===== config.mk =====
export PLATFORM = sky130hd
export DESIGN_NAME = ctc_top
export DESIGN_NICKNAME = d
export VERILOG_FILES = /design/src/ctc_pkg.sv /design/src/ctc_sched.sv /design/src/ctc_top.sv
export VERILOG_INCLUDE_DIRS = /design/src /design/src/src
export SDC_FILE = /design/constraint.sdc
export NUM_CORES = 1
export LEC_CHECK = 0
export BUFFER_PORTS_ARGS = -buffer_cell sky130_fd_sc_hd__buf_2
export CAP_MARGIN = 15
export CORE_MARGIN = 2
export CORE_UTILIZATION = 57
export DETAILED_ROUTE_END_ITERATION = 16
export PLACE_DENSITY = 0.82
export SYNTH_ARGS = -nofsm -noshare
export SYNTH_HDL_FRONTEND = slang
export SYNTH_SLANG_ARGS = --single-unit

===== constraint.sdc =====
create_clock -name ref_clk_in -period 4.15 [get_ports ref_clk_in]
set_clock_uncertainty 0.05 [all_clocks]
set_input_delay 0.2075 -clock ref_clk_in [delete_from_list [all_inputs] [get_ports ref_clk_in]]
set_output_delay 0.2075 -clock ref_clk_in [all_outputs]
set_load 0.05 [all_outputs]

===== src/ctc_regs.svh =====
// Constants for the core tile control block
`ifndef CTC_REGS_SVH
`define CTC_REGS_SVH
`define CTC_NUM_CORES 8
`define CTC_CORE_W 3
`define CTC_PS_COUNT 32'h00000008
`define CTC_PS_IDX_W 3
`define CTC_PS_RESET 32'h00000000
`define CTC_TILE_W 16
`define CTC_SWREG_W 8
`define CTC_MISS_W 4
`endif


===== src/ctc_pkg.sv =====
// Types for the core tile control block
`include "ctc_regs.svh"
package ctc_pkg;
  typedef enum logic [2:0] {
    CTC_OP_NOP = 3'h0,
    CTC_OP_FAST_ON = 3'h1,
    CTC_OP_FAST_OFF = 3'h2,
    CTC_OP_PS_RD = 3'h3,
    CTC_OP_PS_WR = 3'h4,
    CTC_OP_SW_RD = 3'h5
  } ctc_op_t;
  typedef enum logic [1:0] {
    CTC_ST_IDLE = 2'h0,
    CTC_ST_SW_REQ = 2'h1,
    CTC_ST_SW_WAIT = 2'h2
  } ctc_state_t;
  typedef struct packed {
    ctc_op_t op;
    logic [`CTC_CORE_W-1:0] core;
    logic [31:0] reg_num;
    logic [31:0] data;
    logic [31:0] tile;
  } ctc_cmd_t;
  typedef struct packed {
    logic [31:0] data;
    logic status;
    logic exception;
  } ctc_rsp_t;
  typedef struct packed {
    logic [`CTC_TILE_W-1:0] tile;
    logic [`CTC_SWREG_W-1:0] reg_num;
  } ctc_swreq_t;
  typedef struct packed {
    logic error;
    logic [31:0] data;
  } ctc_swack_t;
endpackage


===== src/ctc_sched.sv =====
// Round-robin issue slot scheduler
`timescale 1ns/1ps
`default_nettype none
`include "ctc_regs.svh"
module ctc_sched
  import ctc_pkg::*;
(
  input wire logic ref_clk_in,
  input wire logic resetn_in,
  input wire logic [`CTC_NUM_CORES-1:0] active_in,
  input wire logic [`CTC_NUM_CORES-1:0] wait_in,
  input wire logic [`CTC_NUM_CORES-1:0] fast_in,
  output logic slot_valid_out,
  output logic [`CTC_CORE_W-1:0] slot_core_out,
  output logic slot_issue_out
);
  logic [`CTC_NUM_CORES-1:0] elig;
  logic [`CTC_CORE_W-1:0] ptr_q, ptr_d, cand;
  logic found;
  logic valid_q, valid_d, issue_q, issue_d, fast_pick_q, fast_pick_d;
  logic [`CTC_MISS_W-1:0] miss0_q, miss0_d;

  always_comb begin
    elig = active_in & (~wait_in | fast_in);
    found = 1'b0;
    ptr_d = ptr_q;
    cand = ptr_q;
    for (int k = 1; k <= `CTC_NUM_CORES; k++) begin
      cand = ptr_q + k[`CTC_CORE_W-1:0];
      if (!found && elig[cand]) begin
        found = 1'b1;
        ptr_d = cand;
      end
    end
    valid_d = found;
    issue_d = found && !wait_in[ptr_d];
    fast_pick_d = found && fast_in[ptr_d];
    miss0_d = miss0_q;
    if (!(active_in[0] && fast_in[0]) || (found && ptr_d == '0)) begin
      miss0_d = '0;
    end else if (miss0_q != '1) begin
      miss0_d = miss0_q + 1'b1;
    end
  end

  always_ff @(posedge ref_clk_in) begin
    if (!resetn_in) begin
      ptr_q <= '0;
      valid_q <= 1'b0;
      issue_q <= 1'b0;
      fast_pick_q <= 1'b0;
      miss0_q <= '0;
    end else begin
      ptr_q <= ptr_d;
      valid_q <= valid_d;
      issue_q <= issue_d;
      fast_pick_q <= fast_pick_d;
      miss0_q <= miss0_d;
    end
  end

  assign slot_valid_out = valid_q;
  assign slot_core_out = ptr_q;
  assign slot_issue_out = issue_q;
endmodule
`default_nettype wire


===== src/ctc_top.sv =====
// Core tile control: fast mode, state registers and switch reads
// Notes on behaviour
// - A fast-mode core gets an issue slot every round, even while waiting.
// - Waiting fast core keeps its slot; waiting normal core frees it.
// - Fast-mode enable sets the flag of the issuing core only.
// - Fast-mode disable returns the issuing core to normal mode.
// - State read returns the selected register, or an exception if illegal.
// - State write loads the selected register, or an exception if illegal.
// - Switch read goes to the given tile; good acknowledgement returns data, status 1.
// - Error acknowledgement or unencodable register or tile gives status 0.
`timescale 1ns/1ps
`default_nettype none
`include "ctc_regs.svh"
module ctc_top
  import ctc_pkg::*;
(
  input wire logic ref_clk_in,
  input wire logic resetn_in,
  input wire logic cmd_valid_in,
  input wire ctc_cmd_t cmd_in,
  output logic cmd_ready_out,
  output logic rsp_valid_out,
  output ctc_rsp_t rsp_out,
  input wire logic [`CTC_NUM_CORES-1:0] active_in,
  input wire logic [`CTC_NUM_CORES-1:0] wait_in,
  output logic [`CTC_NUM_CORES-1:0] fast_out,
  output logic slot_valid_out,
  output logic [`CTC_CORE_W-1:0] slot_core_out,
  output logic slot_issue_out,
  output logic req_valid_out,
  output ctc_swreq_t req_out,
  input wire logic req_ready_in,
  input wire logic ack_valid_in,
  input wire ctc_swack_t ack_in
);
  ctc_state_t state_q, state_d;
  logic take;
  logic ps_legal;
  logic [`CTC_PS_IDX_W-1:0] ps_idx;
  logic [31:0] ps_q [`CTC_PS_COUNT];
  logic [31:0] ps_d [`CTC_PS_COUNT];
  logic [31:0] ps_rd_val;
  logic [`CTC_NUM_CORES-1:0] fast_q;
  logic [`CTC_NUM_CORES-1:0] core_mask;
  logic sw_ovf;
  logic rsp_valid_q, rsp_valid_d;
  ctc_rsp_t rsp_q, rsp_d;
  ctc_swreq_t req_q, req_d;

  assign take = cmd_valid_in && cmd_ready_out;
  assign cmd_ready_out = (state_q == CTC_ST_IDLE);
  assign ps_legal = (cmd_in.reg_num < `CTC_PS_COUNT);
  assign ps_idx = cmd_in.reg_num[`CTC_PS_IDX_W-1:0];
  assign ps_rd_val = ps_q[ps_idx];
  assign core_mask = `CTC_NUM_CORES'(1) << cmd_in.core;
  assign sw_ovf = (|cmd_in.tile[31:`CTC_TILE_W]) || (|cmd_in.reg_num[31:`CTC_SWREG_W]);

  // Fast-mode flag per logical core
  for (genvar i = 0; i < `CTC_NUM_CORES; i++) begin : g_fast
    localparam logic [`CTC_CORE_W-1:0] CID = `CTC_CORE_W'(i);
    logic flag_q, flag_d;
    always_comb begin
      flag_d = flag_q;
      if (take && cmd_in.core == CID) begin
        if (cmd_in.op == CTC_OP_FAST_ON) begin
          flag_d = 1'b1;
        end else if (cmd_in.op == CTC_OP_FAST_OFF) begin
          flag_d = 1'b0;
        end
      end
    end
    always_ff @(posedge ref_clk_in) begin
      if (!resetn_in) begin
        flag_q <= 1'b0;
      end else begin
        flag_q <= flag_d;
      end
    end
    assign fast_q[i] = flag_q;
  end

  assign fast_out = fast_q;

  // Processor state registers
  always_comb begin
    ps_d = ps_q;
    if (take && cmd_in.op == CTC_OP_PS_WR && ps_legal) begin
      ps_d[ps_idx] = cmd_in.data;
    end
  end

  always_ff @(posedge ref_clk_in) begin
    if (!resetn_in) begin
      for (int j = 0; j < `CTC_PS_COUNT; j++) begin
        ps_q[j] <= `CTC_PS_RESET;
      end
    end else begin
      ps_q <= ps_d;
    end
  end

  // Command sequencing and switch read
  always_comb begin
    state_d = state_q;
    rsp_valid_d = 1'b0;
    rsp_d = rsp_q;
    req_d = req_q;
    case (state_q)
      CTC_ST_IDLE: begin
        if (take) begin
          rsp_d = '0;
          case (cmd_in.op)
            CTC_OP_FAST_ON, CTC_OP_FAST_OFF: begin
              rsp_valid_d = 1'b1;
              rsp_d.status = 1'b1;
            end
            CTC_OP_PS_RD: begin
              rsp_valid_d = 1'b1;
              if (ps_legal) begin
                rsp_d.data = ps_rd_val;
                rsp_d.status = 1'b1;
              end else begin
                rsp_d.exception = 1'b1;
              end
            end
            CTC_OP_PS_WR: begin
              rsp_valid_d = 1'b1;
              rsp_d.status = ps_legal;
              rsp_d.exception = !ps_legal;
            end
            CTC_OP_SW_RD: begin
              if (sw_ovf) begin
                rsp_valid_d = 1'b1;
              end else begin
                req_d.tile = cmd_in.tile[`CTC_TILE_W-1:0];
                req_d.reg_num = cmd_in.reg_num[`CTC_SWREG_W-1:0];
                state_d = CTC_ST_SW_REQ;
              end
            end
            default: begin
              rsp_valid_d = 1'b1;
              rsp_d.status = 1'b1;
            end
          endcase
        end
      end
      CTC_ST_SW_REQ: begin
        if (req_ready_in) begin
          state_d = CTC_ST_SW_WAIT;
        end
      end
      CTC_ST_SW_WAIT: begin
        if (ack_valid_in) begin
          rsp_valid_d = 1'b1;
          rsp_d = '0;
          if (!ack_in.error) begin
            rsp_d.data = ack_in.data;
            rsp_d.status = 1'b1;
          end
          state_d = CTC_ST_IDLE;
        end
      end
      default: begin
        state_d = CTC_ST_IDLE;
      end
    endcase
  end

  always_ff @(posedge ref_clk_in) begin
    if (!resetn_in) begin
      state_q <= CTC_ST_IDLE;
      rsp_valid_q <= 1'b0;
      rsp_q <= '0;
      req_q <= '0;
    end else begin
      state_q <= state_d;
      rsp_valid_q <= rsp_valid_d;
      rsp_q <= rsp_d;
      req_q <= req_d;
    end
  end

  assign rsp_valid_out = rsp_valid_q;
  assign rsp_out = rsp_q;
  assign req_valid_out = (state_q == CTC_ST_SW_REQ);
  assign req_out = req_q;

  ctc_sched u_sched (
    .ref_clk_in(ref_clk_in),
    .resetn_in(resetn_in),
    .active_in(active_in),
    .wait_in(wait_in),
    .fast_in(fast_q),
    .slot_valid_out(slot_valid_out),
    .slot_core_out(slot_core_out),
    .slot_issue_out(slot_issue_out)
  );
endmodule
`default_nettype wire


**Yosys cells after proc, flatten, opt, wreduce, memory -nomap -nowiden**

Cells that the tools add are included.
Widths: inputs -> output; s select.

- Bits in registers: 330
- Word-level logic and storage cells: 178
- Output and inout port bits: 74

- Equal/unequal tests: 19
- Magnitude comparators: 12
- Bitwise gates (word level): 5
- Reductions and logical operators: 47
- Add/sub/neg operators: 7
- Mux-type cells: 62

Operator list:

| cell | number |
|---|---|
| $bwmux 256 | 1 |
| $mux 32 | 4 |
| $bmux 32 s3 | 1 |
| $demux 32 s3 | 1 |
| $mux 34 | 2 |
| $pmux 34 s2 | 1 |
| $mux 33 | 2 |
| $lt 3x4->1 const B | 9 |
| $lt 32x4->1 const B | 1 |
| $bmux 1 s3 | 9 |
| $mux 1 | 24 |
| $mux 3 | 8 |
| $reduce_or 24->1 | 1 |
| $logic_and 1x1->1 | 20 |
| $eq 3x3->1 const B | 6 |
| $reduce_and 2->1 | 8 |
| $reduce_or 16->1 | 1 |
| $add 3x3->3 const B | 4 |
| $eq 3x2->1 const B | 4 |
| $mux 2 | 5 |
| $logic_not 1->1 | 9 |
| $and 8x8->8 | 1 |
| $not 8->8 | 1 |
| $or 8x8->8 | 1 |
| other kinds (21) | 28 |

**Longest topological paths before layout**

Gate-level depths: netlist of run 1.

- Depth in word-level cells: 31
- Mapped depth: 15
- Depth with buffers taken out: 12

**Hierarchy**

A second synthesis of run 1 with hierarchy kept.

- Cells, all modules: 1783
- Area, all modules: 16184.3 um^2

Modules (own cells, without submodules):

| module | cells an instance | area each (um^2) | seq. area each (um^2) | times used |
|---|---|---|---|---|
| ctc_top | 1616 | 14959.3 | 6506.2 | 1 |
| ctc_sched | 167 | 1224.9 | 100.1 | 1 |

**Least setup slack after synthesis of run 1**

Ideal clock, no wire load.

- Kind: register -> register
- From: reg u_sched.ptr_q[0] (netlist: u_sched.slot_core_out[0])
- To: reg u_sched.issue_q (netlist: u_sched.slot_issue_out)
- Setup slack: 0.362 ns
- Arrival time: 3.679 ns
- Stages on the path, launching flop included: 15
- Path through: dfxtp_1 -> clkbuf_1 -> inv_2 -> buf_2 -> ha_1 -> buf_2 -> o32ai_1 -> o22ai_1 -> nor3_2 -> a211o_1 -> a31oi_2 -> a21oi_4 -> mux2_1 -> a21boi_1 -> a22o_1

- Word-level cells in the longest chain between the ends: 29
- Elaborated cells between the ends (all ways): 57
- Classes of those cells: 7 x add/sub; 34 x mux; 16 x reduce/logical

Ends and longest elaborated chain:

| what | RTL line | RTL |
|---|---|---|
| start, declared | ctc_sched.sv:18 | `` logic [`CTC_CORE_W-1:0] ptr_q, ptr_d, cand; `` |
| start signal, assigned | ctc_sched.sv:54 | `ptr_q <= ptr_d;` |
| $add 3x1->3 | ctc_sched.sv:29 | `` cand = ptr_q + k[`CTC_CORE_W-1:0]; `` |
| $bmux 1 s3 | ctc_sched.sv:30 | `if (!found && elig[cand]) begin` |
| $mux 1 (implied by the code) | ctc_sched.sv:30 |  |
| $mux 1 | ctc_sched.sv:30 |  |
| $logic_not 1->1 | ctc_sched.sv:30 |  |
| $logic_and 1x1->1 | ctc_sched.sv:30 |  |
| $mux 1 | ctc_sched.sv:30 |  |
| $logic_not 1->1 | ctc_sched.sv:30 |  |
| [13 not listed] | n/a |  |
| $mux 1 | ctc_sched.sv:30 |  |
| $logic_not 1->1 | ctc_sched.sv:30 |  |
| $logic_and 1x1->1 | ctc_sched.sv:30 |  |
| $mux 3 | ctc_sched.sv:30 |  |
| $bmux 1 s3 | ctc_sched.sv:36 | `issue_d = found && !wait_in[ptr_d];` |
| $mux 1 (implied by the code) | ctc_sched.sv:36 |  |
| $logic_not 1->1 | ctc_sched.sv:36 |  |
| $logic_and 1x1->1 * | ctc_sched.sv:36 |  |
| end signal, assigned | ctc_sched.sv:56 | `issue_q <= issue_d;` |
| end, declared | ctc_sched.sv:20 | `logic valid_q, valid_d, issue_q, issue_d, fast_pick_q, fast_pick_d;` |

Every way passes the cells marked *; elsewhere a longest branch is shown, timed or not. The select of a mux whose other input is x is not followed.
A chain may end at the register's enable or synchronous reset.

**Final worst setup path of run 1**

Same ends and word-level chain as after synthesis.

==> results of run 1 <==
-- repair_timing --
item | 4_1_cts | 5_1_grt
hold buffers | 87 | 0
setup buffers | 0 | 0
endpoints found under the hold margin | 308 | 0
-- power by group through the flow --
stage	combinational, W	sequential, W	clock [W]
after floorplan	0.00133	0.00342	0
after global placement	0.00189	0.00332	0
after detailed placement	0.00188	0.00332	0
after CTS	0.00196	0.00325	0.00325
after global routing	0.00213	0.00325	0.00338
final	0.00200	0.00325	0.00324
-- path summary, 6_finish.rpt --
path,startpoint,endpoint,slack [ns],cells after the start
max,u_sched.slot_core_out[0]$_SDFF_PN0_,u_sched.slot_issue_out$_SDFF_PN0_,0.59,11
min,cmd_in[98],g_fast[0].flag_q$_SDFFE_PN0P_,0.01,4
max reg2reg,u_sched.slot_core_out[0]$_SDFF_PN0_,u_sched.slot_issue_out$_SDFF_PN0_,0.59,11
min reg2reg,ps_q[21]$_SDFFE_PN0P_,ps_q[21]$_SDFFE_PN0P_,0.40,2
-- per-stage QoR --
stage / worst slack, ns / cell area, sq um / util / std cells
2_1_floorplan: 0.3625 / 15310 / - / 1977
3_3_place_gp: 0.6821 / 16510 / 0.6298 / 2392
3_5_place_dp: 0.6558 / 16510 / 0.6298 / 2392
4_1_cts: 0.6275 / 18570 / 0.7087 / 2541
5_1_grt: 0.2980 / 18570 / 0.7087 / 2541
6_report: 0.5883 / 18570 / 0.7087 / 2541
-- flip-flops by register name, summed over array words and instances (netlist names) --
signal and count:
u_sched.slot_issue_out 1, u_sched.slot_valid_out 1, g_fast.flag_q 8, u_sched.slot_core_out 3
rsp_out 34, rsp_valid_out 1, req_out 24, state_q 2
ps_q 256
-- logic make-up after synthesis --
kind of cell,synth area share
DFF,0.4314
buffers and inverters,0.05515
adders and majority gates,0.001634
AOI/OAI and AO/OA,0.2161
and+or+nand+nor,0.2036
muxes,0.08832
xor gates and xnor gates,0.003841
-- critical path, delay by kind of cell, from the launching register on --
family | cells | cell delay (ns)
flops | 1 | 0.32
compound gates | 6 | 1.72
buf+inv | 1 | 0.29
simple gates | 3 | 0.72
fa+ha+maj | 1 | 0.40
-- synth_stat cells (all sizes together), types with 10 or more instances --
| cell type | count | share of area |
|---|---|---|
| mux4 | 13 | 0.020 |
| o221ai | 18 | 0.010 |
| mux2 | 36 | 0.027 |
| buf | 31 | 0.011 |
| o211ai | 27 | 0.013 |
| clkbuf | 161 | 0.042 |
| nor3 | 14 | 0.0049 |
| nand2 | 601 | 0.15 |
| nand3 | 12 | 0.0047 |
| inv | 10 | 0.0025 |
| nor2b | 14 | 0.0057 |
| a21oi | 318 | 0.10 |
| nor4 | 13 | 0.0057 |
| nor2 | 56 | 0.014 |
| mux2i | 63 | 0.042 |
| dfxtp | 330 | 0.43 |
| o22ai | 39 | 0.016 |
| nand2b | 28 | 0.011 |
| a32oi | 17 | 0.0097 |
| o21ai | 87 | 0.028 |
| o32ai | 10 | 0.0057 |
| o22a | 15 | 0.0086 |
-- cells in the final DEF (no fill, tap or decap), types with 7 or more instances in the layout --
cell / Yosys / routed
clkbuf_1: 131 / 7
buf_2: 9 / 227
nand2b_1: 28 / 28
nor4_1: 12 / 12
mux2i_1: 62 / 62
buf_4: 8 / 40
o211ai_1: 27 / 27
dfxtp_1: 330 / 330
o32ai_1: 10 / 10
inv_1: 7 / 7
mux4_2: 11 / 11
nor2_1: 54 / 48
nor2_2: 2 / 7
o22a_1: 15 / 15
dlygate4sd3_1: 0 / 87
nand3_1: 11 / 11
a21oi_1: 317 / 317
o21ai_0: 87 / 87
nand2_1: 601 / 601
clkbuf_8: 0 / 9
a32oi_1: 17 / 17
o221ai_1: 18 / 18
o22ai_1: 39 / 39
mux2_2: 33 / 33
nor3_1: 13 / 10
nor2b_1: 14 / 14
clkbuf_16: 0 / 36
-- metal layers --
metal  share of wire  vias to the layer above  wire [microns]  GRT usage
li1                -                     7203               -          -
met1            0.38                     7572           19800     0.4533
met2            0.47                     1011           24440     0.5897
met3            0.11                      206            5517    0.06559
met4           0.043                        0            2249     0.1724
met5               0                        -               0          0
-- cell type report --
type | count | area [sq um] | share of cell area
timing repair buffer | 359 | 2407 | 0.1296
clock inverter | 10 | 143.9 | 0.007748
tap | 335 | 419.2 | 0.02257
inverter | 10 | 45.04 | 0.002425
clock buffer | 52 | 1051 | 0.05659
sequential | 330 | 6606 | 0.3557
multi-input combinational | 1445 | 7899 | 0.4253
==> metrics.md, run 1 <==
| Metric | Value |
|---|---|
| Status | finished clean |
| Max Transition Viols Final | 0 |
| Required time worst endpoint | 4.56 ns |
| Remaining global-route overflow | 0 |
| CP arrival | 3.97 ns |
| # fillers | 1923 |
| Top Ports | 230 |
| Clk slew on worst S/H paths | 0.06 ns |
| Port Buffer Count | 229 |
| Maximum root-to-sink buffer count | 3 |
| Hold WC Path Type | input pin to register |
| Dpl hpwl | 31170 microns |
| First-pass GRT wire length | 81170 microns |
| Crit end category | register |
| Clock power share | 0.382 |
| Post-CTS resize count | 0 |
| Largest net degree at the start of global routing | 174 |
| Switching power | 0.002548 W |
| Fmax | 280.8 MHz |
| Clk root buf | clkbuf_16 |
| Share of power burned in registers | 0.383 |
| Die Height | 167.9 microns |
| Tot GR Track Use | 0.3573 |
| Power per cell area | 457.0 nW/um^2 |
| Clock sink count | 330 |
| Vias in the first global route | 15331 |
| Crit-path most repeated cell | o32ai_1 |
| Int Power | 0.005940 W |
| Syn Nets | 2135 |
| Critical path type | register to register |
| Logic pwr share | 0.235 |
| Max-cap violation count | 0 |
| CP Launch Type | register |
| TritonCTS clock tree | built |
| Register bit total from synthesis | 330 |
| Number of H-tree levels | 2 |
| Avg Inst Size Synth | 7.746 sq um |
| Residual DRC | 0 |
| Drt pass-1 iters | 6 |
| Unrepaired setup endpoints after global routing | no |
| Netlist cell types | 71 |
| Post-Syn Area | 15310 sq um |
| Post-synth EDFFs | 0 |
| Commonest register cell after synthesis | dfxtp_1 |
| Cells after synthesis | 1977 |
| P_leak | 7.063 nW |
| Async SR Flop Fraction | 0 |
| Power, Total | 0.008488 W |
| Via Count | 15992 |
| Final hold viol count | 0 |
| Wire per inst | 20.47 microns |
| CP Cell Sequence | inv_2 -> ha_1 -> o32ai_1 -> nor3_1 -> nor3_2 -> nand2_1 -> o211ai_1 -> o21ai_0 -> o32ai_1 -> a21boi_1 -> a22o_1 |
| Antenna diode count | 0 |
| CP max stage delay | 0.60 ns |
| Sequential area share after synthesis | 0.4314 |
| Slew at the pin closest to its max-slew limit | 1.139 ns |
| Die Footprint | 28200 sq um |
| Layout cell share with drive strength beyond 1 | 0.1809 |
| Total CTS buffers | 35 |
| Core area | 26210 sq um |
| Total Wirelength | 52000 microns |
| Nets | 2339 |
| Worst Path Max Fanout | 15 |
| Via density | 6.294 |
| Net Sw Frac | 0.3002 |
| Synth warn | 0 |
| Hold Slack | 0.01299 ns |
| Row cnt | 59 |
| Maximum VDD drop | 0.0003422 V |
| Final Critical Period | 3.562 ns |
| Relative slew slack | 0.2387 |
| Final setup TNS | 0 ns |
| Worst skew pair latency | 0.52 ns |
| Crit share post-route | 0.8582 |
| DR iter-0 viols | 2056 |
| Initial antenna violation count | 0 |
| Die width | 167.9 microns |
| Initial core utilization | 0.5844 |
| Layout area overhead | 21.27% |
| Routability cong. | 0.9050 |
| Setup-failing EPs final | 0 |
| CP max stage cell | o32ai_1 |
| Final antenna-violating net count | 0 |
(Power assumes the default switching activity.)
==> run 2: changes to the inputs <==
--- a/config.mk
+++ b/config.mk
@@ -6,12 +6,13 @@
 export SDC_FILE = /design/constraint.sdc
 export NUM_CORES = 1
 export LEC_CHECK = 0
+export ABC_AREA = 1
 export BUFFER_PORTS_ARGS = -buffer_cell sky130_fd_sc_hd__buf_2
 export CAP_MARGIN = 15
 export CORE_MARGIN = 2
-export CORE_UTILIZATION = 57
+export CORE_UTILIZATION = 52
 export DETAILED_ROUTE_END_ITERATION = 16
-export PLACE_DENSITY = 0.82
+export PLACE_DENSITY = 0.78
 export SYNTH_ARGS = -nofsm -noshare
 export SYNTH_HDL_FRONTEND = slang
 export SYNTH_SLANG_ARGS = --single-unit
==> constraint.sdc (replaced) <==
create_clock -name ref_clk_in -period 3 [get_ports ref_clk_in]
set_clock_uncertainty 0.05 [all_clocks]
set_input_delay 0.15 -clock ref_clk_in [delete_from_list [all_inputs] [get_ports ref_clk_in]]
set_output_delay 0.15 -clock ref_clk_in [all_outputs]
set_load 0.05 [all_outputs]
==> metrics.md, run 2 <==
| Metric | Value |
|---|---|
| Total CTS buffers | 34 |
| CP max stage delay | 0.35 ns |
| Worst skew pair latency | 0.52 ns |
| CP max stage cell | dfxtp_1 |
| Wire per inst | 17.65 microns |
| Remaining global-route overflow | 0 |
| Required time worst endpoint | 3.37 ns |
| CP Cell Sequence | inv_2 -> ha_1 -> inv_1 -> nand3_1 -> nand3_2 -> nand2_1 -> nor2_2 -> nand4_1 -> nor2_1 -> nand3_2 -> nand2_2 -> nand2_1 -> nand2_1 -> nand2_1 -> nand2_1 -> nand2_1 -> nand2_1 -> nor2_1 |
| Sequential area share after synthesis | 0.4151 |
| Nets | 2455 |
| Fmax | 365.2 MHz |
| Worst Path Max Fanout | 6 |
| Clock sink count | 330 |
| Top cell type's share of synthesized area | 0.4151 |
| Most common cell in the netlist | dfxtp_1 |
| Hold WC Path Type | input pin to register |
| Netlist cell types | 36 |
| Layout area overhead | 21.06% |
| Reg2reg start | u_sched.slot_core_out[0]$_SDFF_PN0_ |
| Final cell count without fillers | 2722 |
| Commonest register cell after synthesis | dfxtp_1 |
| Synth area leader | dfxtp_1 |
| Via Count | 15428 |
| Final antenna-violating net count | 0 |
| Mux cell area share after synthesis | 0 |
| FF-to-FF End | u_sched.slot_issue_out$_SDFF_PN0_ |
| Async SR Flop Fraction | 0 |
| Worst hold endpoint | g_fast[0].flag_q$_SDFFE_PN0P_ |
| Total Wirelength | 48060 microns |
| DR iter-0 viols | 1675 |
| Placed Cells | 2565 |
| Max Transition Viols Final | 0 |
| Final Critical Period | 2.739 ns |
| Avg Inst Size Synth | 7.623 sq um |
| Dpl hpwl | 31310 microns |
| Hold Path Stages | 5 |
| Vias in the first global route | 13942 |
| Synth top cells by count | 330 x dfxtp_1, 268 x nor2_1, 245 x inv_1, 210 x o21ai_0, 207 x nand2_1 |
| Wl on met1 | 20510 microns |
| Flop2flop setup slack | 0.26 ns |
| Crit share post-route | 0.9129 |
| Synth warn | 0 |
| Core area | 30350 sq um |
| Tot GR Track Use | 0.2899 |
| Crit end category | register |
| Maximum VDD drop | 0.0003444 V |
| Buffers plus inverters on the worst setup path | 2 |
| Number of H-tree levels | 2 |
| Layout cell share with drive strength beyond 1 | 0.2213 |
| Relative slew slack | 0.3576 |
| Crit-path most repeated cell | nand2_1 |
| Initial antenna violation count | 2 |
| Row cnt | 64 |
| Cells after synthesis | 2088 |
| Critical path type | register to register |
| Max layer used | met4 |
| Residual DRC | 0 |
| Die width | 179.0 microns |
| Status | finished clean |
| Final setup TNS | 0 ns |
| CP arrival | 3.11 ns |
| Largest family of logic cells by synthesized area | compound AO/OA/AOI/OAI gates |
| CP Launch Type | register |
| P_leak | 7.156 nW |
| Post-synthesis xor/xnor area fraction | 0.003302 |
| Largest net degree at the start of global routing | 98 |
| Power per cell area | 596.7 nW/um^2 |
| Die Height | 179.0 microns |
| Top delay family on crit path | simple AND/OR/NAND/NOR gates |
| Post-synthesis adder-cell area fraction | 0.001572 |
| Dpl ws | 0.2844 ns |
| Final hold viol count | 0 |
| Worst hold path startpoint | cmd_in[98] |
| Setup-failing EPs final | 0 |
| Clk slew on worst S/H paths | 0.06 ns |
| Initial core utilization | 0.5244 |
| FF-to-FF path depth | 18 |
| First-pass GRT wire length | 73910 microns |
| Met3 routed WL | 4031 microns |
| Syn Nets | 2246 |
| Commonest non-fill, non-tap cells in the layout | 330 x dfxtp_1, 263 x nor2_1, 244 x inv_1 |
| Port Buffer Count | 229 |
| Top Ports | 230 |
| TritonCTS clock tree | built |
| Register bit total from synthesis | 330 |
| Top cells by area, synth | dfxtp_1 42%, a211oi_2 11%, o21ai_0 6.6% |
| Die Footprint | 32020 sq um |
| Post-synth EDFFs | 0 |
| Maximum root-to-sink buffer count | 3 |
| Clk root buf | clkbuf_16 |
| Number of flip-flops in the largest register | 256 |
| Post-Syn Area | 15920 sq um |
| Commonest non-fill, non-tap cell in the layout | dfxtp_1 |
| Synth Area in Simple Gates | 0.1768 |
| Via density | 5.668 |
| Complex-gate fraction of the synthesized area | 0.2925 |
| Slew at the pin closest to its max-slew limit | 0.9625 ns |
| Metal2 WL | 22270 microns |
| Routability cong. | 0.9269 |
| Top reg by flops | ps_q |
| Unrepaired setup endpoints after global routing | no |
| Worst Setup Slack, final | 0.2615 ns |
| Max-cap violation count | 0 |
| # fillers | 2513 |
| Drt pass-1 iters | 6 |
[run 2: cell type report]
class / count / area [sq um] / share of cell area
Tap cell: 396 / 495.5 / 0.02571
Antenna cell: 3 / 7.507 / 0.0003896
Multi-Input combinational cell: 1311 / 7560 / 0.3923
Clock inverter: 15 / 178.9 / 0.009286
Inverter: 254 / 960.9 / 0.04987
Clock buffer: 47 / 979.7 / 0.05084
Timing Repair Buffer: 366 / 2480 / 0.1287
Sequential cell: 330 / 6606 / 0.3429
[run 2: worst max-delay path by stage]
stage	startpoint	to	slack (ns)	cells past startpoint
after floorplan	u_sched.slot_core_out[1]$_SDFF_PN0_	u_sched.slot_issue_out$_SDFF_PN0_	0.12	19
after global placement	cmd_in[95]	ps_q[43]$_SDFFE_PN0P_	0.34	12
after detailed placement	cmd_in[95]	ps_q[53]$_SDFFE_PN0P_	0.28	11
after CTS	u_sched.slot_core_out[0]$_SDFF_PN0_	u_sched.slot_issue_out$_SDFF_PN0_	0.33	18
after global routing	u_sched.slot_core_out[0]$_SDFF_PN0_	u_sched.slot_issue_out$_SDFF_PN0_	0.0009	18
final	u_sched.slot_core_out[0]$_SDFF_PN0_	u_sched.slot_issue_out$_SDFF_PN0_	0.26	18
[run 2: what timing repair did]
| action | CTS | global route |
|---|---|---|
| hold endpoints to repair | 306 | 0 |
| setup buffers | 0 | 0 |
| hold buffers | 92 | 0 |
| resized for setup | 0 | 0 |
[run 2: worst reg2reg max path, delay by kind of cell, from the launching register on]
kind / cells / cell delay, ns
flops: 1 / 0.35
buf+inv: 2 / 0.26
fa+ha+maj: 1 / 0.35
simple gates: 15 / 1.64
[run 2: logic make-up after synthesis]
| kind of cell | after synthesis |
|---|---|
| AOI/OAI and AO/OA | 655 |
| buffers and inverters | 447 |
| adders and majority gates | 2 |
| and+or+nand+nor | 651 |
| xor gates and xnor gates | 3 |
| DFF | 330 |
[run 2: report_power, final]
group | internal, W | switching (W)
clock network | 0.00257 | 0.00182
logic | 0.000826 | 0.00180
registers | 0.00443 | 0.0000473
[run 2: per-layer routing]
metal  global-route usage  vias up
met3              0.04389       84
met5                    0        -
li1                     -     7462
met1               0.3882     7210
met2               0.4758      672
met4               0.1006        0
[run 2: metrics by stage]
| step | power (W) | utilization | hold WS (ns) | instance area [sq um] |
|---|---|---|---|---|
| 5_1_grt | 0.01203 | 0.6348 | 0.04060 | 19270 |
| 6_report | 0.01150 | 0.6349 | 0.02000 | 19270 |
| 2_1_floorplan | 0.006383 | - | 0.2430 | 15920 |
| 3_5_place_dp | 0.007043 | 0.5661 | 0.3596 | 17180 |
| 3_3_place_gp | 0.007033 | 0.5661 | 0.3531 | 17180 |
| 4_1_cts | 0.01148 | 0.6346 | 0.003910 | 19260 |
